**config.mk**
```make
export PLATFORM = sky130hd
export DESIGN_NAME = timer16_wave
export DESIGN_NICKNAME = d
export VERILOG_FILES = /design/src/verilog/timer_pkg.sv /design/src/verilog/timer16_wave.sv
export SDC_FILE = /design/constraint.sdc
export NUM_CORES = 1
export LEC_CHECK = 0
export BUFFER_PORTS_ARGS = -buffer_cell sky130_fd_sc_hd__buf_2
export CAP_MARGIN = 20
export CORE_MARGIN = 2
export CORE_UTILIZATION = 27
export DETAILED_ROUTE_END_ITERATION = 6
export GPL_TIMING_DRIVEN = 0
export HOLD_SLACK_MARGIN = 0.1
export PLACE_DENSITY = 0.55
export SYNTH_ARGS = -nofsm -noshare
export SYNTH_HDL_FRONTEND = slang
export SYNTH_SLANG_ARGS = --single-unit
export TNS_END_PERCENT = 5
```
**constraint.sdc**
```tcl
create_clock -name clk -period 9.1 [get_ports clk]
set_input_delay 0.91 -clock clk [delete_from_list [all_inputs] [get_ports clk]]
set_output_delay 0.91 -clock clk [all_outputs]
set_load 0.1 [all_outputs]
```
**src/verilog/timer_pkg.sv**
```systemverilog
// Constants for the 16-bit waveform timer and its APB register map
// How it works
// - Counting sequence follows only waveform_mode_sel; output action never alters counting.
// - Non-PWM: action sets, clears or toggles; PWM: action picks polarity.
// - Mode 0 always increments, wraps 0xFFFF to 0x0000, never clears early.
// - Normal mode sets overflow flag on the tick count becomes zero.
// - Overflow flag clears by hardware when its interrupt is serviced.
// - Count value may be written by software at any time.
// - Clear-on-match raises compare A or capture flag, whichever defines top.
// - Clear-on-match top is unbuffered; a missed match runs through 0xFFFF.
// - Clear-on-match with action 1 toggles channel A on each match.
// - Channel A wave reaches the pin only while its direction bit is 1.
// - Timer tick is clk divided by 1, 8, 64, 256 or 1024.
// - Clear-on-match sets overflow flag when count passes max to 0x0000 while top is below max.
// - Modes 5, 6, 7, 14, 15 are fast PWM, single slope.
// - Non-inverting: set on match, clear at top; inverting the opposite.
// - Action 0 leaves the channel output unchanged on a match.
// - Fast PWM top is fixed, capture or compare A; clear tick after top.
// - Fast PWM compare A is buffered, loaded at top with clear and overflow.
package timer_pkg;
  localparam int          ADDR_W        = 8;
  localparam int          DATA_W        = 32;
  // Register byte offsets
  localparam logic [7:0]  CTRL_OFF      = 8'h00;
  localparam logic [7:0]  COUNT_OFF     = 8'h04;
  localparam logic [7:0]  CMPA_OFF      = 8'h08;
  localparam logic [7:0]  CAPT_OFF      = 8'h0C;
  localparam logic [7:0]  STATUS_OFF    = 8'h10;
  localparam logic [7:0]  MASK_OFF      = 8'h14;
  localparam logic [7:0]  PIN_OFF       = 8'h18;
  // Control field positions
  localparam int          MODE_LSB      = 0;
  localparam int          ACT_LSB       = 4;
  localparam int          CLKSEL_LSB    = 8;
  // Status bit positions
  localparam int          OVF_BIT       = 0;
  localparam int          CMPA_BIT      = 1;
  localparam int          CAPT_BIT      = 2;
  // Reset values
  localparam logic [3:0]  MODE_RST      = 4'h0;
  localparam logic [1:0]  ACT_RST       = 2'h0;
  localparam logic [2:0]  CLKSEL_RST    = 3'h0;
  localparam logic [15:0] WORD16_RST    = 16'h0000;
  localparam logic [2:0]  FLAGS_RST     = 3'h0;
  // Waveform modes
  localparam logic [3:0]  MODE_NORMAL   = 4'h0;
  localparam logic [3:0]  MODE_CTC_A    = 4'h4;
  localparam logic [3:0]  MODE_PWM8     = 4'h5;
  localparam logic [3:0]  MODE_PWM9     = 4'h6;
  localparam logic [3:0]  MODE_PWM10    = 4'h7;
  localparam logic [3:0]  MODE_CTC_CAP  = 4'hC;
  localparam logic [3:0]  MODE_PWM_CAP  = 4'hE;
  localparam logic [3:0]  MODE_PWM_A    = 4'hF;
  // Output actions
  localparam logic [1:0]  ACT_NONE      = 2'h0;
  localparam logic [1:0]  ACT_TOGGLE    = 2'h1;
  localparam logic [1:0]  ACT_CLEAR     = 2'h2;
  localparam logic [1:0]  ACT_SET       = 2'h3;
  // Counter limits
  localparam logic [15:0] COUNT_MAX     = 16'hFFFF;
  localparam logic [15:0] COUNT_BOTTOM  = 16'h0000;
  localparam logic [15:0] TOP_8BIT      = 16'h00FF;
  localparam logic [15:0] TOP_9BIT      = 16'h01FF;
  localparam logic [15:0] TOP_10BIT     = 16'h03FF;
  // Prescale divide counts minus one, selected by clock select 1..5
  localparam logic [9:0]  DIV1_M1       = 10'h000;
  localparam logic [9:0]  DIV8_M1       = 10'h007;
  localparam logic [9:0]  DIV64_M1      = 10'h03F;
  localparam logic [9:0]  DIV256_M1     = 10'h0FF;
  localparam logic [9:0]  DIV1024_M1    = 10'h3FF;
  localparam logic [9:0]  DIV_RST       = 10'h000;
endpackage : timer_pkg
```
**src/verilog/timer16_wave.sv**
```systemverilog
// 16-bit timer with normal, clear-on-match and fast PWM modes behind an APB slave
`timescale 1ns/10ps
module timer16_wave
  import timer_pkg::*;
(
  input  wire logic                          clk,
  input  wire logic                          reset,
  input  wire logic                          psel,
  input  wire logic                          penable,
  input  wire logic                          pwrite,
  input  wire logic [timer_pkg::ADDR_W-1:0]  paddr,
  input  wire logic [timer_pkg::DATA_W-1:0]  pwdata,
  output logic                               pready,
  output logic      [timer_pkg::DATA_W-1:0]  prdata,
  output logic                               pslverr,
  input  wire logic                          overflow_ack,
  output logic                               irq,
  output logic                               channel_a_pin_out,
  output logic                               channel_a_pin_oe_n
);
  import timer_pkg::*;

  logic [3:0]  waveform_mode_sel;
  logic [1:0]  channel_a_output_action;
  logic [2:0]  clk_sel_reg;
  logic [15:0] count_value;
  logic [15:0] compare_a_value;
  logic [15:0] compare_a_buf_reg;
  logic [15:0] capture_value;
  logic [2:0]  status_reg;
  logic [2:0]  mask_reg;
  logic        channel_a_pin_direction;
  logic        channel_a_wave;
  logic        block_reg;
  logic [9:0]  div_reg;
  logic [9:0]  div_limit;
  logic        tick;
  logic        ready_reg;
  logic [31:0] rdata_next;
  logic        addr_ok;
  logic        access;
  logic        wr;
  logic        is_pwm;
  logic        is_ctc;
  logic [15:0] top_value;
  logic        at_top;
  logic        at_max;
  logic        match_a;
  logic        count_wr;
  logic [2:0]  flag_set;

  // Mode decode
  assign is_pwm = (waveform_mode_sel == MODE_PWM8) || (waveform_mode_sel == MODE_PWM9) ||
                  (waveform_mode_sel == MODE_PWM10) || (waveform_mode_sel == MODE_PWM_CAP) ||
                  (waveform_mode_sel == MODE_PWM_A);
  assign is_ctc = (waveform_mode_sel == MODE_CTC_A) || (waveform_mode_sel == MODE_CTC_CAP);

  // Top value per mode; output action takes no part here
  always_comb begin
    unique case (waveform_mode_sel)
      MODE_CTC_A, MODE_PWM_A:     top_value = compare_a_value;
      MODE_CTC_CAP, MODE_PWM_CAP: top_value = capture_value;
      MODE_PWM8:                  top_value = TOP_8BIT;
      MODE_PWM9:                  top_value = TOP_9BIT;
      MODE_PWM10:                 top_value = TOP_10BIT;
      default:                    top_value = COUNT_MAX;
    endcase
  end

  assign at_top  = (count_value == top_value);
  assign at_max  = (count_value == COUNT_MAX);
  assign match_a = (count_value == compare_a_value) && !block_reg;

  // Prescaler select
  always_comb begin
    unique case (clk_sel_reg)
      3'h1:    div_limit = DIV1_M1;
      3'h2:    div_limit = DIV8_M1;
      3'h3:    div_limit = DIV64_M1;
      3'h4:    div_limit = DIV256_M1;
      default: div_limit = DIV1024_M1;
    endcase
  end

  // Prescale divider; tick is a one-cycle enable, stopped when select is 0
  always_ff @(posedge clk or posedge reset) begin
    if (reset) begin
      div_reg <= DIV_RST;
      tick    <= 1'b0;
    end else if (clk_sel_reg == CLKSEL_RST || clk_sel_reg > 3'h5) begin
      div_reg <= DIV_RST;
      tick    <= 1'b0;
    end else if (div_reg >= div_limit) begin
      div_reg <= DIV_RST;
      tick    <= 1'b1;
    end else begin
      div_reg <= div_reg + 10'h001;
      tick    <= 1'b0;
    end
  end

  // APB handshake: one wait state, registered answer
  assign addr_ok  = (paddr == CTRL_OFF) || (paddr == COUNT_OFF) || (paddr == CMPA_OFF) ||
                    (paddr == CAPT_OFF) || (paddr == STATUS_OFF) || (paddr == MASK_OFF) ||
                    (paddr == PIN_OFF);
  assign access   = psel && penable && ready_reg;
  assign wr       = access && pwrite && addr_ok;
  assign count_wr = wr && (paddr == COUNT_OFF);

  always_comb begin
    rdata_next = 32'h0000_0000;
    unique case (paddr)
      CTRL_OFF:   rdata_next = {21'h000000, clk_sel_reg, 2'h0, channel_a_output_action,
                                waveform_mode_sel};
      COUNT_OFF:  rdata_next = {16'h0000, count_value};
      CMPA_OFF:   rdata_next = {16'h0000, is_pwm ? compare_a_buf_reg : compare_a_value};
      CAPT_OFF:   rdata_next = {16'h0000, capture_value};
      STATUS_OFF: rdata_next = {29'h00000000, status_reg};
      MASK_OFF:   rdata_next = {29'h00000000, mask_reg};
      PIN_OFF:    rdata_next = {30'h00000000, channel_a_wave, channel_a_pin_direction};
      default:    rdata_next = 32'h0000_0000;
    endcase
  end

  always_ff @(posedge clk or posedge reset) begin
    if (reset) begin
      ready_reg <= 1'b0;
      prdata    <= 32'h0000_0000;
      pslverr   <= 1'b0;
    end else if (psel && penable && !ready_reg) begin
      ready_reg <= 1'b1;
      prdata    <= pwrite ? 32'h0000_0000 : rdata_next;
      pslverr   <= !addr_ok;
    end else begin
      ready_reg <= 1'b0;
      prdata    <= 32'h0000_0000;
      pslverr   <= 1'b0;
    end
  end
  assign pready = ready_reg;

  // Configuration registers
  always_ff @(posedge clk or posedge reset) begin
    if (reset) begin
      waveform_mode_sel       <= MODE_RST;
      channel_a_output_action <= ACT_RST;
      clk_sel_reg             <= CLKSEL_RST;
      capture_value           <= WORD16_RST;
      mask_reg                <= FLAGS_RST;
      channel_a_pin_direction <= 1'b0;
    end else if (wr) begin
      unique case (paddr)
        CTRL_OFF: begin
          waveform_mode_sel       <= pwdata[MODE_LSB +: 4];
          channel_a_output_action <= pwdata[ACT_LSB +: 2];
          clk_sel_reg             <= pwdata[CLKSEL_LSB +: 3];
        end
        CAPT_OFF: capture_value <= pwdata[15:0];
        MASK_OFF: mask_reg <= pwdata[2:0];
        PIN_OFF:  channel_a_pin_direction <= pwdata[0];
        default:  ;
      endcase
    end
  end

  // Compare A: direct in non-PWM modes, buffered and loaded at top in fast PWM
  always_ff @(posedge clk or posedge reset) begin
    if (reset) begin
      compare_a_value   <= WORD16_RST;
      compare_a_buf_reg <= WORD16_RST;
    end else begin
      if (wr && paddr == CMPA_OFF) begin
        compare_a_buf_reg <= pwdata[15:0];
      end
      if (wr && paddr == CMPA_OFF && !is_pwm) begin
        compare_a_value <= pwdata[15:0];
      end else if (tick && is_pwm && at_top) begin
        compare_a_value <= compare_a_buf_reg;
      end
    end
  end

  // Counter: software write wins, otherwise advance on tick
  always_ff @(posedge clk or posedge reset) begin
    if (reset) begin
      count_value <= WORD16_RST;
    end else if (count_wr) begin
      count_value <= pwdata[15:0];
    end else if (tick) begin
      if ((is_ctc || is_pwm) && at_top) begin
        count_value <= COUNT_BOTTOM;
      end else begin
        count_value <= count_value + 16'h0001;
      end
    end
  end

  // A count write hides compare matches for the next tick
  always_ff @(posedge clk or posedge reset) begin
    if (reset) begin
      block_reg <= 1'b0;
    end else if (count_wr) begin
      block_reg <= 1'b1;
    end else if (tick) begin
      block_reg <= 1'b0;
    end
  end

  // Flag events raised on a tick
  always_comb begin
    flag_set = FLAGS_RST;
    if (tick) begin
      if (is_pwm) begin
        flag_set[OVF_BIT]  = at_top;
        flag_set[CMPA_BIT] = match_a;
        flag_set[CAPT_BIT] = at_top && (waveform_mode_sel == MODE_PWM_CAP);
      end else if (is_ctc) begin
        flag_set[OVF_BIT]  = at_max && !at_top;
        flag_set[CMPA_BIT] = (waveform_mode_sel == MODE_CTC_A) && match_a;
        flag_set[CAPT_BIT] = (waveform_mode_sel == MODE_CTC_CAP) && at_top
                             && !block_reg;
      end else begin
        flag_set[OVF_BIT]  = at_max;
        flag_set[CMPA_BIT] = match_a;
      end
    end
  end

  // Sticky status, write one to clear, set wins over any clear
  always_ff @(posedge clk or posedge reset) begin
    if (reset) begin
      status_reg <= FLAGS_RST;
    end else begin
      for (int i = 0; i < 3; i++) begin
        if (flag_set[i]) begin
          status_reg[i] <= 1'b1;
        end else if (wr && paddr == STATUS_OFF && pwdata[i]) begin
          status_reg[i] <= 1'b0;
        end else if (i == OVF_BIT && overflow_ack) begin
          status_reg[i] <= 1'b0;
        end
      end
    end
  end

  // Channel A wave state
  always_ff @(posedge clk or posedge reset) begin
    if (reset) begin
      channel_a_wave <= 1'b0;
    end else if (tick) begin
      if (is_pwm) begin
        unique case (channel_a_output_action)
          ACT_CLEAR: begin
            if (match_a) channel_a_wave <= 1'b1;
            else if (at_top) channel_a_wave <= 1'b0;
          end
          ACT_SET: begin
            if (match_a) channel_a_wave <= 1'b0;
            else if (at_top) channel_a_wave <= 1'b1;
          end
          ACT_TOGGLE: begin
            if (match_a && waveform_mode_sel == MODE_PWM_A) begin
              channel_a_wave <= !channel_a_wave;
            end
          end
          ACT_NONE: ;
        endcase
      end else if (match_a) begin
        unique case (channel_a_output_action)
          ACT_TOGGLE: channel_a_wave <= !channel_a_wave;
          ACT_CLEAR:  channel_a_wave <= 1'b0;
          ACT_SET:    channel_a_wave <= 1'b1;
          ACT_NONE:   ;
        endcase
      end
    end
  end

  // Pin and interrupt outputs, all registered
  always_ff @(posedge clk or posedge reset) begin
    if (reset) begin
      channel_a_pin_out  <= 1'b0;
      channel_a_pin_oe_n <= 1'b1;
      irq                <= 1'b0;
    end else begin
      channel_a_pin_out  <= channel_a_pin_direction && channel_a_wave;
      channel_a_pin_oe_n <= !channel_a_pin_direction;
      irq                <= |(status_reg & mask_reg);
    end
  end
endmodule : timer16_wave

```
==> summary.md <==
| Metric | Value |
|---|---|
| Max Clk Rate | 254 MHz |
| CTS tree | built |
| Tot GR Track Use | 16.8% |
| Worst EP required | 9410 ps |
| Worst-Margin Slew | 899 ps |
| Syn Inst Count | 730 |
| R2R cell count | 12 |
| Status | finished, final reports clean |
| WHS Path Cells | 1 |
| #FFs+latches synth | 114 |
| R2R Path Start | waveform_mode_sel[3] |
| Clock power frac | a little under three fifths |
| Final TNS setup | 0 ps |
| Area taken by multi-input logic gates | roughly 3600 µm² |
| Final Wtd Congestion | 0.908 |
| Initial DRT Pass Iterations | 5 |
| Synth warn | 0 |
| First-pass GRT wire length | between 30000 and 40000 µm |
| Sw Ratio | 24.7% |
| Hold_buf cts | 0 |
| Setup slack, reg-to-reg | just over 5000 ps |
| ANT nets after route | 0 |
| Reg area | 2850 µm² |
| Top FF cell, synth | dfrtp_1 |
| Hold WS | approximately 460 ps |
| Reg clk slew, reported paths | 60 ps |
| Antenna cells | 0 |
| Max-slew headroom | 39.8% |
| Filler cell count | approximately 2500 |
| Sequential element share of the synthesized area | 42.2% |
| Ports | between 80 and 90 |
| CP max FO | 10 |
| PostCTS Resize Cnt | 0 |
| 1st-iter DRT viols | 585 |
| Die Ht | around 160 µm |
| Fin crit share | 43.3% |
| H-tree levels | 4 |
| Vias post-DR | around 6000 |
| Dpl hpwl | 15300 µm |
| Mean area per synthesized cell | slightly above 9 µm² |
| Syn-to-layout area delta | 20.6% |
| Clk sinks | 114 |
| Critical-path cell list | buf_2 > clkbuf_1 > and3_1 > nor2_1 > o21ai_0 > nor3_1 > o311ai_1 > nor4_4 > a21oi_1 > nand2_1 > clkbuf_1 > o31ai_1 |
| Vias per inst | 5.24 |
| Placeable Area | 24500 µm² |
| Wire per inst | 18.9 µm |
| FF-to-FF End | count_value[3] |
| Synthesized area | 6770 µm² |
| Initial Util | 27.7% |
| Post-synth EDFFs | 0 |
| Largest net degree at the start of global routing | 64 |
| Crit path capture type | register |
| Critical-path top delay cell | a21oi_1 |
| Share of the synthesized area in the top cell type | 41.8% |
| Combinational fraction of design power | under 10% |
| Net Sw Power | 0.000322 W |
| Nets@finish | 874 |
| Hold path start | channel_a_pin_direction |
| Total gr overflow | 0 |
| Largest cells by area after synthesis | dfrtp_1 42%, mux2_2 7.5%, a21oi_1 4.2% |
| Post-CTS Setup Bufs | 0 |
| CP startpoint kind | register |
| Buf/Inv on CP | 3 |
| RSZ-0062 raised after global routing | no |
| Worst clock skew | 12.7 ps |
| Initial antenna violation count | 0 |
| Min cycle time layout | 3940 ps |
| Row count | 57 |
| Share of cells above drive strength 1 | 19.8% |
| Clk_lat worst skew | roughly 430 ps |
| # DRC | 0 |
| Crit path largest cell delay | 610 ps |
| Vias in the first global route | 5856 |
| Worst Hold End | channel_a_pin_oe_n |
| Max Slew Vio Count | 0 |
| Most frequent CP cell | clkbuf_1 |
| Max Cap Viol | 0 |
| Largest area contributor in the netlist | dfrtp_1 |
| Flop pwr share | 38.9% |
| Chip width | 162 µm |
| Post-Route WL | around 22000 µm |
| Worst Hold Class | register to register |
| Post-synth ARST share | 100% |
| Clock Path Buffers | 2 |
| Cell family with most CP delay | compound AO/OA/AOI/OAI gates |
| CTS Buf Count | 17 |
| CP Class | register to register |
| Most numerous cell in the Yosys netlist | dfrtp_1 |
| Final setup viols | 0 |
| Final Hold Viols | 0 |
| CP arrival | 4250 ps |
| Die Footprint | 26400 µm² |
| Pwr Density | 160 nW/µm² |
| Peak VDD IR | 0.0705 mV |
| Synth top cells by count | 113 x dfrtp_1, 68 x nor2_1, 60 x nand2_1 |
| Pint | a little under 0.001 W |
| # port buffers | 49 |
| Yosys cell types | 62 |
| Root Driver | clkbuf_16 |
| Leakage | 3.80 nW |
[power groups by stage]
stage                     Sequential (W)  Combinational (W)  Clock [W]
after floorplan                 0.000521          0.0000469          0
after global placement          0.000517          0.0000684          0
after detailed placement        0.000517          0.0000705          0
after CTS                       0.000508          0.0000706   0.000732
after global routing            0.000508          0.0000751   0.000757
final                           0.000508          0.0000702   0.000726
[layout make-up]
type / instances / share of cell area [%]
Tap cell: 324 / 4.97
Sequential cell: 114 / 35.0
Buffer: 69 / 4.03
Timing Repair Buffer: 52 / 3.50
Clock buffer: 18 / 5.26
Multi-Input combinational cell: 543 / 43.8
Inverter: 19 / 0.935
Clock inverter: 14 / 2.50
[worst reg2reg max path: cells and delay by family (launching register included)]
family / cells / cell delay, ps
flip-flops: 1 / 380
AND/OR/NAND/NOR: 5 / 780
AO/OA/AOI/OAI: 4 / 1680
buffers and inverters: 3 / 970
[stage by stage]
step / worst slack [ps] / utilization (%) / std cells / total power, W / area, µm²
global placement: 3550 / 30.6 / 1118 / 0.000586 / 7480
detailed placement: 4580 / 30.8 / 1120 / 0.000588 / 7520
CTS: 5010 / 33.3 / 1152 / 0.00131 / 8160
global route: 4880 / 33.4 / 1153 / 0.00134 / 8160
finish: 5160 / 33.4 / 1153 / 0.00130 / 8160
floorplan: 5180 / - / 745 / 0.000568 / 6830
[worst max path at each step]
stage | from | to | slack, ps | cells after the start
after floorplan | reset | block_reg | 5180 | 1
after global placement | reset | compare_a_value[7] | 3550 | 2
after detailed placement | paddr[1] | count_value[3] | 4580 | 11
after CTS | paddr[1] | count_value[3] | 5010 | 11
after global routing | waveform_mode_sel[3] | count_value[3] | 4880 | 12
final | waveform_mode_sel[3] | count_value[3] | 5160 | 12
[layout by cell type, fill, tap and decap left out, types with 17 or more instances in the layout]
master     netlist  layout
mux2_2          45      45
nand2_1         60      60
clkbuf_16        0      17
mux2i_1         21      21
buf_4           16      17
a21oi_1         57      57
dfrtp_1        113     113
clkbuf_1        43      44
o21ai_0         22      22
nand3_1         25      25
nor2_1          68      68
inv_1           19      18
buf_2            8      57
xor2_1          22      22
[per-layer routing]
metal	wire length, µm	vias up	GRT usage [%]
li1	-	2781	-
met1	9770	2923	23.8
met5	0	-	0
met4	527	0	6.44
met2	9560	295	25.4
met3	1950	40	3.41
[logic make-up (layout without fill, tap and decap cells)]
| group | count (synthesis) | count (layout) | share of synthesized area (%) |
|---|---|---|---|
| buf+inv | 88 | 172 | 5.91 |
| xor+xnor | 37 | 37 | 4.79 |
| compound gates | 179 | 179 | 17.4 |
| simple gates | 233 | 233 | 16.9 |
| other cells | 1 | 16 | 0.0554 |
| mux | 66 | 66 | 10.6 |
| flops | 114 | 114 | 42.2 |
| fa+ha+maj | 12 | 12 | 2.22 |
Power figures use the tool's default switching activity.
